==> src/tpbls_pkg.sv <==
// Purpose: shared constants for the pattern sequencer and the array controller
// Assumes: 256 x 256 pixel array, 16 blocks of 16 rows, 4 segments of 4 rows
// Notes: one 64-bit word carries 64 pixels of a row; 4 words make a row
package tpbls_pkg;
  localparam int          CLK_HZ        = 100_000_000;
  localparam int          CYCLE_SEC     = 2;
  localparam int          CYCLE_CNT     = CLK_HZ * CYCLE_SEC;
  localparam int          NBLK          = 16;
  localparam int          WORD_W        = 64;
  localparam int          NCH           = 4;
  localparam int          LINK_W        = WORD_W * NCH;
  localparam logic [7:0]  XY_MAX        = 8'hff;
  localparam logic [3:0]  BEAT_LAST     = 4'hf;
  localparam logic [5:0]  SLOW_LAST     = 6'h3f;
  localparam logic [7:0]  DOT_PITCH     = 8'h0a;
  // load types on the link
  localparam logic [1:0]  LT_DATA       = 2'h0;
  localparam logic [1:0]  LT_CLEAR      = 2'h1;
  localparam logic [1:0]  LT_SET        = 2'h2;
  // reset modes
  localparam logic [2:0]  M_GLOBAL      = 3'h0;
  localparam logic [2:0]  M_SINGLE      = 3'h1;
  localparam logic [2:0]  M_CLEAR       = 3'h2;
  localparam logic [2:0]  M_SET         = 3'h3;
  localparam logic [2:0]  M_SLOW        = 3'h4;
  // patterns; the first eight form the cycle
  localparam logic [3:0]  P_ALL_ON      = 4'h0;
  localparam logic [3:0]  P_ALL_OFF     = 4'h1;
  localparam logic [3:0]  P_CHECK       = 4'h2;
  localparam logic [3:0]  P_GRID        = 4'h3;
  localparam logic [3:0]  P_DIAG_WE     = 4'h4;
  localparam logic [3:0]  P_DIAG_EW     = 4'h5;
  localparam logic [3:0]  P_HLINES      = 4'h6;
  localparam logic [3:0]  P_VLINES      = 4'h7;
  localparam logic [3:0]  P_SMALL_CHECK = 4'h8;
  localparam logic [3:0]  P_DOTS        = 4'h9;
  localparam logic [3:0]  P_INV_CHECK   = 4'ha;
  localparam logic [3:0]  P_NOISE       = 4'hb;
  localparam logic [3:0]  P_HLINE1      = 4'hc;
  localparam logic [3:0]  P_VLINE1      = 4'hd;
  localparam logic [3:0]  P_TOGGLE      = 4'he;
  // register map
  localparam logic [11:0] A_CTRL        = 12'h000;
  localparam logic [11:0] A_MASK        = 12'h004;
  localparam logic [11:0] A_STATUS      = 12'h008;
  localparam logic [31:0] CTRL_RST      = 32'h0000_0000;
  localparam logic [15:0] MASK_RST      = 16'hffff;
  localparam int          C_EN          = 0;
  localparam int          C_CYC         = 1;
  localparam int          C_FLIP        = 2;
  localparam int          C_PAT         = 4;
  localparam int          C_MODE        = 8;
  localparam logic [63:0] NOISE_SEED    = 64'h9e37_79b9_7f4a_7c15;
endpackage : tpbls_pkg

==> src/tpbls_if.sv <==
// Purpose: link between pattern sequencer and micromirror array controller
// Assumes: both ends on pclk
// Notes: lane_data is four 64-bit channels, channel c in bits c*64 upward
`timescale 1ns/100ps
interface tpbls_if (input wire logic pclk);
  logic         array_load;
  logic [1:0]   load_type;
  logic [3:0]   load_block;
  logic         cmd_valid;
  logic         fast_mode;
  logic [1:0]   seg_code;
  logic [255:0] lane_data;
  logic         load_done;
  logic         block_reset_trigger;
  logic         reset_global;
  logic [3:0]   reset_block;
  modport dev (input load_done, output array_load, load_type, load_block, cmd_valid,
               fast_mode, seg_code, lane_data, block_reset_trigger, reset_global,
               reset_block);
  modport ctl (output load_done, input array_load, load_type, load_block, cmd_valid,
               fast_mode, seg_code, lane_data, block_reset_trigger, reset_global,
               reset_block);
endinterface : tpbls_if

==> src/tpbls_seq.sv <==
// Purpose: test pattern generator and block load sequencer, APB slave
// Assumes: controller pulses load_done once per block load
// Notes: settings are sampled at each frame start
//
// How it works
// - enable on sends patterns, off lets a frame finish once its first block load has begun, then sends nothing
// - cycle first eight patterns, 2 s each
// - flip reverses row order
// - all-on all ones, all-off all zeros
// - checkerboard squares 64 by 64
// - small checkerboard squares 32 by 32
// - inverting checkerboard is complement
// - dots every 10 pixels both ways
// - one-pixel rows alternate white, black
// - one-pixel columns alternate white, black
// - toggle alternates all-on and all-off
// - grid lights the outer border
// - global: load all enabled blocks first
// - global: one trigger resets all blocks
// - single: trigger after each block load done
// - clear load: no data, mirrors off
// - clear/set: load only, no command valid
// - set load: no data, mirrors on
// - slow: one channel, segments in series
// - slow: segments sent 3, 2, 1, 0
// - slow: trigger after all four segments
// - only blocks in enable mask used
`timescale 1ns/100ps
module tpbls_seq
  import tpbls_pkg::*;
#(
  parameter int CYC_CNT = CYCLE_CNT
) (
  input  wire logic        pclk,
  input  wire logic        presetn,
  input  wire logic        psel,
  input  wire logic        penable,
  input  wire logic        pwrite,
  input  wire logic [11:0] paddr,
  input  wire logic [31:0] pwdata,
  output logic             pready,
  output logic [31:0]      prdata,
  output logic             pslverr,
  tpbls_if.dev             lnk
);
  typedef enum logic [2:0] {S_IDLE, S_SCAN, S_LOAD, S_STREAM, S_WAIT, S_TRIG} tpbls_state_e;

  tpbls_state_e  st_r;
  logic [31:0]   ctrl_r;
  logic [15:0]   mask_r;
  logic [15:0]   fmask_r;
  logic [3:0]    pat_r;
  logic [2:0]    mode_r;
  logic          flip_r;
  logic          toggle_r;
  logic          any_r;
  logic [3:0]    blk_r;
  logic [3:0]    beat_r;
  logic [1:0]    seg_r;
  logic [2:0]    cyc_idx_r;
  logic [31:0]   cyc_cnt_r;
  logic [63:0]   noise_r;
  logic [255:0]  gen_w;

  // apb: one wait state so that every bus output comes from a flop
  wire acc      = psel & penable & ~pready;
  wire hit_ctrl = (paddr == A_CTRL);
  wire hit_mask = (paddr == A_MASK);
  wire hit_stat = (paddr == A_STATUS);
  wire hit      = hit_ctrl | hit_mask | hit_stat;
  wire wr_ok    = acc & pwrite & hit;
  wire [31:0] stat_w = {19'h00000, pat_r,
                        blk_r, 1'b0, mode_r, st_r != S_IDLE ? 1'b1 : 1'b0};
  wire [31:0] rd_w = hit_ctrl ? ctrl_r : hit_mask ? {16'h0000, mask_r} :
                     hit_stat ? stat_w : 32'h0000_0000;

  always_ff @(posedge pclk or negedge presetn) begin
    if (!presetn) begin
      pready  <= 1'b0;
      prdata  <= 32'h0000_0000;
      pslverr <= 1'b0;
      ctrl_r  <= CTRL_RST;
      mask_r  <= MASK_RST;
    end else begin
      pready  <= acc;
      pslverr <= acc & ~hit;
      prdata  <= (acc & ~pwrite) ? rd_w : 32'h0000_0000;
      if (wr_ok && hit_ctrl) begin
        ctrl_r <= {20'h00000, 1'b0, pwdata[10:8], pwdata[7:4], 1'b0, pwdata[2:0]};
      end
      if (wr_ok && hit_mask) begin
        mask_r <= pwdata[15:0];
      end
    end
  end

  // cycle timer runs while cycling is on
  wire cyc_on   = ctrl_r[C_EN] & ctrl_r[C_CYC];
  wire cyc_tick = cyc_on && (cyc_cnt_r == 32'(CYC_CNT - 1));

  always_ff @(posedge pclk or negedge presetn) begin
    if (!presetn) begin
      cyc_cnt_r <= 32'h0000_0000;
      cyc_idx_r <= 3'h0;
      noise_r   <= NOISE_SEED;
    end else begin
      cyc_cnt_r <= (!cyc_on || cyc_tick) ? 32'h0000_0000 : cyc_cnt_r + 32'h0000_0001;
      cyc_idx_r <= !cyc_on ? 3'h0 : cyc_tick ? cyc_idx_r + 3'h1 : cyc_idx_r;
      // xorshift gives 64 fresh bits every clock
      noise_r   <= noise_r ^ (noise_r << 13) ^ (noise_r >> 7) ^ (noise_r << 17);
    end
  end

  function automatic logic pix(input logic [3:0] p, input logic [7:0] x,
                               input logic [7:0] y, input logic tg, input logic nz);
    logic r;
    r = 1'b0;
    case (p)
      P_ALL_ON:      r = 1'b1;
      P_ALL_OFF:     r = 1'b0;
      P_CHECK:       r = x[6] ^ y[6];
      P_SMALL_CHECK: r = x[5] ^ y[5];
      P_INV_CHECK:   r = ~(x[6] ^ y[6]);
      P_DOTS:        r = (x % DOT_PITCH == 8'h00) && (y % DOT_PITCH == 8'h00);
      P_HLINE1:      r = ~y[0];
      P_VLINE1:      r = ~x[0];
      P_TOGGLE:      r = tg;
      P_GRID:        r = (x == 8'h00) || (x == XY_MAX) || (y == 8'h00) || (y == XY_MAX);
      P_DIAG_WE:     r = (x[3:0] == y[3:0]);
      P_DIAG_EW:     r = (4'(x[3:0] + y[3:0]) == 4'hf);
      P_HLINES:      r = (y[3:0] == 4'h0);
      P_VLINES:      r = (x[3:0] == 4'h0);
      P_NOISE:       r = nz;
      default:       r = 1'b0;
    endcase
    return r;
  endfunction : pix

  wire slow_w = (mode_r == M_SLOW);

  // one beat: row beat_r[3:2], word beat_r[1:0] of each segment
  always_comb begin
    gen_w = '0;
    for (int c = 0; c < NCH; c++) begin
      for (int i = 0; i < WORD_W; i++) begin
        logic [1:0] sg;
        logic [7:0] yr;
        logic [7:0] x;
        sg = slow_w ? seg_r : 2'(c);
        yr = {blk_r, sg, beat_r[3:2]};
        x  = {beat_r[1:0], 6'(i)};
        if (!slow_w || c == 0) begin
          gen_w[c*WORD_W + i] = pix(pat_r, x, flip_r ? XY_MAX - yr : yr, toggle_r,
                                    noise_r[(i + c*16) % WORD_W]);
        end
      end
    end
  end

  wire glob_w  = (mode_r == M_GLOBAL) || (mode_r == M_CLEAR) || (mode_r == M_SET);
  wire [3:0] pat_sel = ctrl_r[C_CYC] ? {1'b0, cyc_idx_r} : ctrl_r[C_PAT +: 4];
  wire [1:0] ltype_w = (mode_r == M_CLEAR) ? LT_CLEAR : (mode_r == M_SET) ? LT_SET : LT_DATA;

  always_ff @(posedge pclk or negedge presetn) begin
    if (!presetn) begin
      st_r                    <= S_IDLE;
      fmask_r                 <= 16'h0000;
      pat_r                   <= P_ALL_ON;
      mode_r                  <= M_GLOBAL;
      flip_r                  <= 1'b0;
      toggle_r                <= 1'b0;
      any_r                   <= 1'b0;
      blk_r                   <= 4'h0;
      beat_r                  <= 4'h0;
      seg_r                   <= 2'h0;
      lnk.array_load          <= 1'b0;
      lnk.load_type           <= LT_DATA;
      lnk.load_block          <= 4'h0;
      lnk.cmd_valid           <= 1'b0;
      lnk.fast_mode           <= 1'b1;
      lnk.seg_code            <= 2'h0;
      lnk.lane_data           <= '0;
      lnk.block_reset_trigger <= 1'b0;
      lnk.reset_global        <= 1'b0;
      lnk.reset_block         <= 4'h0;
    end else begin
      lnk.array_load          <= 1'b0;
      lnk.cmd_valid           <= 1'b0;
      lnk.block_reset_trigger <= 1'b0;
      case (st_r)
        S_IDLE: begin
          if (ctrl_r[C_EN]) begin
            // settings latched here hold for the whole frame
            pat_r    <= pat_sel;
            flip_r   <= ctrl_r[C_FLIP];
            mode_r   <= ctrl_r[C_MODE +: 3];
            fmask_r  <= mask_r;
            toggle_r <= ~toggle_r;
            any_r    <= 1'b0;
            blk_r    <= 4'h0;
            st_r     <= S_SCAN;
          end
        end
        S_SCAN: begin
          if (!ctrl_r[C_EN] && !any_r) begin
            st_r <= S_IDLE;
          end else if (fmask_r[blk_r]) begin
            lnk.array_load <= 1'b1;
            lnk.load_type  <= ltype_w;
            lnk.load_block <= blk_r;
            lnk.fast_mode  <= ~slow_w;
            seg_r          <= 2'h3;
            beat_r         <= 4'h0;
            st_r           <= S_LOAD;
          end else if (blk_r == 4'(NBLK - 1)) begin
            st_r <= (glob_w && any_r) ? S_TRIG : S_IDLE;
          end else begin
            blk_r <= blk_r + 4'h1;
          end
        end
        S_LOAD: begin
          // clear and set carry no payload
          st_r <= (ltype_w == LT_DATA) ? S_STREAM : S_WAIT;
        end
        S_STREAM: begin
          lnk.cmd_valid <= 1'b1;
          lnk.lane_data <= gen_w;
          lnk.seg_code  <= seg_r;
          beat_r        <= beat_r + 4'h1;
          if (beat_r == BEAT_LAST) begin
            if (slow_w && seg_r != 2'h0) begin
              seg_r <= seg_r - 2'h1;
            end else begin
              st_r <= S_WAIT;
            end
          end
        end
        S_WAIT: begin
          if (lnk.load_done) begin
            any_r <= 1'b1;
            if (glob_w) begin
              // global: next block before any reset
              st_r <= (blk_r == 4'(NBLK - 1)) ? S_TRIG : S_SCAN;
              if (blk_r != 4'(NBLK - 1)) begin
                blk_r <= blk_r + 4'h1;
              end
            end else begin
              st_r <= S_TRIG;
            end
          end
        end
        S_TRIG: begin
          lnk.block_reset_trigger <= 1'b1;
          lnk.reset_global        <= glob_w;
          lnk.reset_block         <= blk_r;
          if (glob_w || blk_r == 4'(NBLK - 1)) begin
            st_r <= S_IDLE;
          end else begin
            blk_r <= blk_r + 4'h1;
            st_r  <= S_SCAN;
          end
        end
        default: st_r <= S_IDLE;
      endcase
    end
  end
endmodule : tpbls_seq

==> src/flat_wrapper.sv <==
// flat-port wrapper written by rule: the top's interface ports become plain ports
module tpbls_seq_flat import tpbls_pkg::*;
#(
  parameter int CYC_CNT = CYCLE_CNT
)
  (pclk, presetn, psel, penable, pwrite, paddr, pwdata, pready, prdata, pslverr, lnk_load_done, lnk_array_load, lnk_load_type, lnk_load_block, lnk_cmd_valid, lnk_fast_mode, lnk_seg_code, lnk_lane_data, lnk_block_reset_trigger, lnk_reset_global, lnk_reset_block);
  tpbls_if lnk_i (.pclk(pclk));
  input  wire logic pclk;
  input  wire logic presetn;
  input  wire logic psel;
  input  wire logic penable;
  input  wire logic pwrite;
  input  wire logic [11:0] paddr;
  input  wire logic [31:0] pwdata;
  output logic pready;
  output logic [31:0] prdata;
  output logic pslverr;
  input wire logic [$bits(lnk_i.load_done)-1:0] lnk_load_done;
  output wire logic [$bits(lnk_i.array_load)-1:0] lnk_array_load;
  output wire logic [$bits(lnk_i.load_type)-1:0] lnk_load_type;
  output wire logic [$bits(lnk_i.load_block)-1:0] lnk_load_block;
  output wire logic [$bits(lnk_i.cmd_valid)-1:0] lnk_cmd_valid;
  output wire logic [$bits(lnk_i.fast_mode)-1:0] lnk_fast_mode;
  output wire logic [$bits(lnk_i.seg_code)-1:0] lnk_seg_code;
  output wire logic [$bits(lnk_i.lane_data)-1:0] lnk_lane_data;
  output wire logic [$bits(lnk_i.block_reset_trigger)-1:0] lnk_block_reset_trigger;
  output wire logic [$bits(lnk_i.reset_global)-1:0] lnk_reset_global;
  output wire logic [$bits(lnk_i.reset_block)-1:0] lnk_reset_block;
  assign lnk_i.load_done = lnk_load_done;
  assign lnk_array_load = lnk_i.array_load;
  assign lnk_load_type = lnk_i.load_type;
  assign lnk_load_block = lnk_i.load_block;
  assign lnk_cmd_valid = lnk_i.cmd_valid;
  assign lnk_fast_mode = lnk_i.fast_mode;
  assign lnk_seg_code = lnk_i.seg_code;
  assign lnk_lane_data = lnk_i.lane_data;
  assign lnk_block_reset_trigger = lnk_i.block_reset_trigger;
  assign lnk_reset_global = lnk_i.reset_global;
  assign lnk_reset_block = lnk_i.reset_block;
  tpbls_seq #(.CYC_CNT(CYC_CNT)) u_core (.pclk(pclk), .presetn(presetn), .psel(psel), .penable(penable), .pwrite(pwrite), .paddr(paddr), .pwdata(pwdata), .pready(pready), .prdata(prdata), .pslverr(pslverr), .lnk(lnk_i));
endmodule
==> config.mk <==
export PLATFORM = sky130hd
export DESIGN_NAME = tpbls_seq_flat
export DESIGN_NICKNAME = d
export VERILOG_FILES = /design/src/tpbls_pkg.sv /design/src/tpbls_if.sv /design/src/tpbls_seq.sv /design/src/flat_wrapper.sv
export SDC_FILE = /design/constraint.sdc
export NUM_CORES = 1
export LEC_CHECK = 0
export ABC_AREA = 1
export BUFFER_PORTS_ARGS = -buffer_cell sky130_fd_sc_hd__buf_4
export CORE_MARGIN = 2
export CORE_UTILIZATION = 58
export CTS_BUF_LIST = sky130_fd_sc_hd__clkbuf_8 sky130_fd_sc_hd__clkbuf_16
export CTS_CLUSTER_DIAMETER = 30
export DETAILED_ROUTE_END_ITERATION = 16
export PLACE_DENSITY = 0.8
export SKIP_LAST_GASP = 1
export SLEW_MARGIN = 20
export SYNTH_ARGS = -nofsm -noshare
export SYNTH_HDL_FRONTEND = slang
export SYNTH_SLANG_ARGS = --single-unit
==> constraint.sdc <==
create_clock -name pclk -period 5.68 [get_ports pclk]
set_clock_uncertainty 0.2 [all_clocks]
set_input_delay 1.136 -clock pclk [delete_from_list [all_inputs] [get_ports pclk]]
set_output_delay 1.136 -clock pclk [all_outputs]
set_load 0.01 [all_outputs]
# --- Word level (Yosys, flattened, before mapping) ---
# Cells that the tools add are included.
# W data, S select, Z words.
op_classes:
  muxes: 507
  eq_ne: 170
  n_reduce_logical: 386
  bitwise_logic: 34
  order_cmp: 1
  n_div: 68
  multipliers: 0
  addsub: 69
  shifts: 0
op_table:
  columns: ["cell", "count"]
  rows:
  - ["$pmux W1 S12", 240]
  - ["$logic_not A8 Y1", 72]
  - ["$mod A8 B4 Y8 const B", 68]
  - ["$eq A4 B4 Y1 const B", 73]
  - ["$logic_and A1 B1 Y1", 262]
  - ["$mux W1", 202]
  - ["$pmux W1 S11", 16]
  - ["$add A4 B4 Y4 const A", 32]
  - ["$eq A4 B4 Y1 const A", 32]
  - ["$mux W32", 4]
  - ["$xor A64 B64 Y64", 2]
  - ["$add A3 B4 Y4 const A", 16]
  - ["$eq A3 B4 Y1 const A", 16]
  - ["$xor A64 B57 Y64", 1]
  - ["$mux W4", 11]
  - ["$mux W3", 13]
  - ["$add A2 B4 Y4 const A", 8]
  - ["$add A32 B1 Y32 const B", 1]
  - ["$eq A2 B4 Y1 const A", 8]
  - ["$eq A32 B28 Y1 const B", 1]
  - ["$eq A8 B8 Y1 const B", 4]
  - ["$mux W8", 4]
  - ["$sub A8 B8 Y8 const A", 4]
  - ["$logic_or A1 B1 Y1", 24]
  - ["other kinds (44)", 121]
word_totals:
  inputBits: 50
  word_cells: 1263
  mem_count: 0
  register_bits: 471
  latchBits: 0
  ramBits: 0
  romBits: 0

# --- Longest topological paths before layout ---
logic_depth:
  ltp_word: 9
  ltp_mapped: 34
  mapped_depth_nobuf: 34

# --- Worst setup path after synthesis ---
# No wires, ideal clock.
synth_path:
  path_kind: "register to register"
  start: "register u_core.mode_r[0]"
  end: "register u_core.lnk.lane_data[26] (netlist bit)"
  stages_incl_launch_ff: 31
  path_slack_ns: 1.409
  setup_ns: 0.065
  arrival_ns: 4.006
  t_required_ns: 5.415
  path_buffers: 0
  path_cell_list: "dfrtp_1 nor2_1 nand2_1 inv_1 nand3_1 nand2_1 clkinv_1 ha_1 inv_1 nand3_1 nand2_1 nand2_1 nand3_1 nand2_1 nand2_2 nand3_4 nand2_2 nand2_2 nor2_4 nand3_4 nand2_1 nand2_1 ha_1 or2_2 nand2_1 nand3_2 nor2_8 nand4_2 nand3_1 nand2_1 nand2_1"
synth_via:
  elab_chain_cells: 8
synth_lines:
  columns: ["element", "line", "text"]
  rows:
  - ["start, declared", "tpbls_seq.sv:53", "logic [2:0] mode_r;"]
  - ["start signal, assigned", "tpbls_seq.sv:196", "mode_r <= ctrl_r[C_MODE +: 3];"]
  - ["$eq A3 B3 Y1 *", "tpbls_seq.sv:139", "wire slow_w = (mode_r == M_SLOW);"]
  - ["$mux W2 *", "tpbls_seq.sv:149", "sg = slow_w ? seg_r : 2'(c);"]
  - ["$sub A8 B8 Y8", "tpbls_seq.sv:153", "gen_w[c*WORD_W + i] = pix(pat_r, x, flip_r ? XY_MAX - yr : yr, toggle_r,"]
  - ["$mux W8 *", "tpbls_seq.sv:153", null]
  - ["$mod A8 B4 Y8", "tpbls_seq.sv:124", "P_DOTS: r = (x % DOT_PITCH == 8'h00) && (y % DOT_PITCH == 8'h00);"]
  - ["$logic_not A8 Y1", "tpbls_seq.sv:124", null]
  - ["$logic_and A1 B1 Y1", "tpbls_seq.sv:124", null]
  - ["$pmux W1 S12 *", "tpbls_seq.sv:118", "case (p)"]
  - ["end signal, assigned", "tpbls_seq.sv:227", "lnk.lane_data <= gen_w;"]
  - ["end, declared", "tpbls_if.sv:18", "fast_mode, seg_code, lane_data, block_reset_trigger, reset_global,"]
# Every way passes the cells marked *; elsewhere a longest branch is shown, timed or not.
# A chain may end at the register's enable or synchronous reset.

# --- Worst setup path after layout ---
layout_path:
  start: "register u_core.mode_r[0]"
  end: "register u_core.lnk.lane_data[178] (netlist bit)"
layout_via:
  elab_chain_cells: 9
layout_lines:
  columns: ["element", "line", "text"]
  rows:
  - ["$eq A3 B3 Y1 *", "tpbls_seq.sv:139", null]
  - ["$mux W2", "tpbls_seq.sv:149", null]
  - ["$sub A8 B8 Y8", "tpbls_seq.sv:153", null]
  - ["$mux W8", "tpbls_seq.sv:153", null]
  - ["$mod A8 B4 Y8", "tpbls_seq.sv:124", null]
  - ["$logic_not A8 Y1", "tpbls_seq.sv:124", null]
  - ["$logic_and A1 B1 Y1", "tpbls_seq.sv:124", null]
  - ["$pmux W1 S12", "tpbls_seq.sv:118", null]
  - ["$mux W1 *", "tpbls_seq.sv:152", "if (!slow_w || c == 0) begin"]
# Marks and branches as above.

==> impl_metrics.toml <==
[die]
rows = 76
fp.dieH_um = 213
core_area_um2 = 43200
ioPinCount = 357
start_util_pct = 58.8
die_area_um2 = 45500
die_w_um = 213

[clocking]
clock_latency_ps = 660
clk_pin_slew_ps = 50
clock_sinks = 455
cts_tree = "yes"
root_buffer = "clkbuf_16"
cts_setup_buffers = 0
htree_levels = 3
cts_hold_buf = 0
numCtsBuffers = 90
cts_buffer_depth = 3
cts_resized = 0

[logic_synthesis]
synth_cell_type_count = 69
avgSynthCellArea_um2 = 7.75
async_flop_share_pct = 100
synth_warnings = 0
synth-seq-area-share_pct = 45.1
syn_area_um2 = 25400
synth_cells = 3279
synth-edff-count = 0
synth_ff_type = "dfrtp_1"
ys_ff_latch = 455

[placement]
dpl-instance-area_um2 = 28300
portBuffers = 324
dpl.hpwl_um = 68700
place_congestion = 1.05
post-place-cells = 4084

[final_layout]
area_growth_pct = 23.1
final_cell_area_um2 = 31300
drive_above_1_share_pct = 18.8
nets = 3672
final_util_pct = 72.4
num-fill-cells = 3306
layoutNonFillerInstCount = 4250

[detailed_routing]
wl_per_cell_um = 22.7
vias = 25800
wl_um = 96500
final_antenna_net_count = 0
viasPerCell = 6.07
drc = 0
firstDrtPassIters = 8
drtIter0Drc = 3795

[timing]
setup_violations = 0
report.final.slew_viol_count = 0
rsz0062_at_grt = "false"
fin_setup_tns_ps = 0
period_share_pct = 92.8
tightest_slew_ps = 1340
hold_violations = 0
fin_crit_ps = 5270
relSlewSlack_pct = 10.7
fmax_mhz = 190

[worst_hold_path]
hp-class = "flop to flop"
min_path_cells = 1
hold_end = "u_core.cyc_cnt_r[0]"
hold_start = "u_core.cyc_cnt_r[0]"

[setup_path]
worstSetupEndpointType = "flop"
critPathKind = "flop to flop"
r2r-start = "u_core.mode_r[0]"
crit_arrival_ps = 5640
cp_max_fo = 10
worstPathRequired_ps = 6050
cpMaxStageDelayCell = "dfrtp_1"
reg2reg_slack_ps = 410
worst_setup_path_start_kind = "flop"
critPathMaxStageDelay_ps = 420
worst_r2r_endpoint = "u_core.lnk.lane_data[178]"
cpMostUsedCell = "nand2_1"
rr_worst_depth = 32

[run_status]
run_status = "finished clean"

[job]
maxCapViolCount = 0

[grt]
grt.total_usage_pct = 42.9
antenna_found_initial = 0
grt_pass1_vias = 25100
grt_pass1_wl_um = 147000
grt_start_max_net_pins = 123
grt_overflow_total = 0

[power_and_ir_drop]
p_leak_nw = 15.3
peakVddDrop_mv = 0.481
power_density_nw_per_um2 = 581
## per-layer routing
| layer | GRT usage, % | vias to the layer above | wire [µm] |
|---|---|---|---|
| li1 | - | 11200 | - |
| met1 | 54.5 | 12400 | 35800 |
| met2 | 66.8 | 1776 | 43600 |
| met3 | 10.8 | 354 | 11200 |
| met4 | 24.4 | 0 | 5840 |
| met5 | 0 | - | 0 |
## per-stage QoR
step / total power, mW / setup slack (ps) / hold WS, ps
2_1_floorplan: 9.81 / 1410 / 232
3_5_place_dp: 12.8 / 583 / 244
4_1_cts: 18.0 / 562 / 262
3_3_place_gp: 12.5 / 766 / 250
6_report: 18.2 / 409 / 256
5_1_grt: 19.2 / 18.5 / 288
## cells in the mapped netlist, types with 6 or more instances
master     count  area (µm²)
o21ai_1       26         130
nand2_1     1037        3890
clkbuf_1     117         439
o31ai_1        6        45.0
dfstp_2       55        1450
nor3_1       134         671
buf_4         20         150
nand4_1       32         200
buf_2         16        80.1
inv_2         17        63.8
nor3b_1       10        75.1
nand3_1      187         936
o21ai_0      207        1040
o22ai_1       13        81.3
buf_1          8        30.0
o211ai_1      17         128
a32oi_1        7        61.3
xnor2_1      103         902
nand4_4        6         128
nand2_4        7        78.8
dfrtp_1      400       10000
a31oi_1        8        50.1
nor4_1        22         138
o2111ai_1      8        70.1
nand3_2        7        70.1
nand2_2       29         181
ha_1          31         388
o221ai_1      20         175
a21oi_1       47         235
inv_1        256         961
nor2_1       249         935
xor2_1        90         788
clkinv_1      10        37.5
a211oi_1       6        45.0
mux2_2         6        67.6
## worst max-delay path: cells and delay by family, from the launching register on
family / cells / cell delay, ps
fa+ha+maj: 1 / 260
compound gates: 1 / 410
buf+inv: 6 / 790
simple gates: 23 / 2960
flops: 1 / 420
xor+xnor: 1 / 160
## cells in the final DEF, fill, tap and decap left out, types with 17 or more instances in the layout
| cell | n |
|---|---|
| a21oi_1 | 47 |
| buf_4 | 364 |
| clkbuf_16 | 90 |
| clkinv_2 | 20 |
| dfrtp_1 | 400 |
| dfstp_2 | 55 |
| ha_1 | 31 |
| inv_1 | 266 |
| inv_2 | 17 |
| nand2_1 | 1037 |
| nand2_2 | 29 |
| nand3_1 | 187 |
| nand4_1 | 32 |
| nor2_1 | 247 |
| nor3_1 | 133 |
| nor4_1 | 22 |
| o211ai_1 | 17 |
| o21ai_0 | 207 |
| o21ai_1 | 26 |
| o221ai_1 | 20 |
| xnor2_1 | 103 |
| xor2_1 | 90 |
## registers in the layout, summed over array words and instances (netlist names), 2 cells and up
register,cells
u_core.fmask_r,16
u_core.mask_r,16
u_core.mode_r,3
u_core.lnk.load_block,4
u_core.blk_r,4
u_core.cyc_idx_r,3
u_core.lnk.seg_code,2
u_core.seg_r,2
u_core.lnk.lane_data,256
u_core.lnk.reset_block,4
u_core.beat_r,4
u_core.ctrl_r,10
u_core.pat_r,4
u_core.st_r,3
u_core.cyc_cnt_r,32
u_core.noise_r,64
u_core.lnk.load_type,2
u_core.prdata,16
## how the worst max path moves through the flow
| stage | slack [ps] | start | end | cells after the start |
|---|---|---|---|---|
| 2_1_floorplan | 1410 | u_core.mode_r[0] | u_core.lnk.lane_data[26] | 30 |
| 3_3_place_gp | 770 | u_core.mode_r[0] | u_core.lnk.lane_data[6] | 31 |
| 4_1_cts | 560 | u_core.mode_r[0] | u_core.lnk.lane_data[16] | 31 |
| 6_report | 410 | u_core.mode_r[0] | u_core.lnk.lane_data[178] | 32 |
| 3_5_place_dp | 580 | u_core.mode_r[0] | u_core.lnk.lane_data[26] | 31 |
| 5_1_grt | 20 | u_core.mode_r[0] | u_core.lnk.lane_data[16] | 30 |
## kinds of logic (layout without fill, tap and decap cells)
| family | after synthesis | in the layout | synth area share [%] |
|---|---|---|---|
| buffers and inverters | 449 | 819 | 7.09 |
| AO/OA/AOI/OAI | 397 | 397 | 9.27 |
| XOR/XNOR | 196 | 196 | 6.89 |
| flip-flops | 455 | 455 | 45.1 |
| adder cells (fa/ha/maj) | 31 | 31 | 1.53 |
| other | 1 | 17 | 0.0148 |
| multiplexers | 6 | 6 | 0.266 |
| AND/OR/NAND/NOR | 1744 | 1744 | 29.8 |
## power by group
part	switching, mW	internal (mW)	total (mW)	leakage, nW
combinational	5.00	2.91	7.92	8.30
clock	1.87	3.25	5.12	1.49
sequential	0.815	4.33	5.14	5.53
total	7.69	10.5	18.2	15.3
## layout make-up
type	count	area (µm²)	area share, %
flip-flops and latches	455	11500	36.6
diodes	1	2.50	0.00800
clock inverters	68	616	1.97
well taps	585	732	2.34
inverters	285	1080	3.45
multi-input cells	2390	12200	39.1
clock buffers	97	2350	7.51
repair buffers	369	2820	9.01
(Power assumes the default switching activity.)
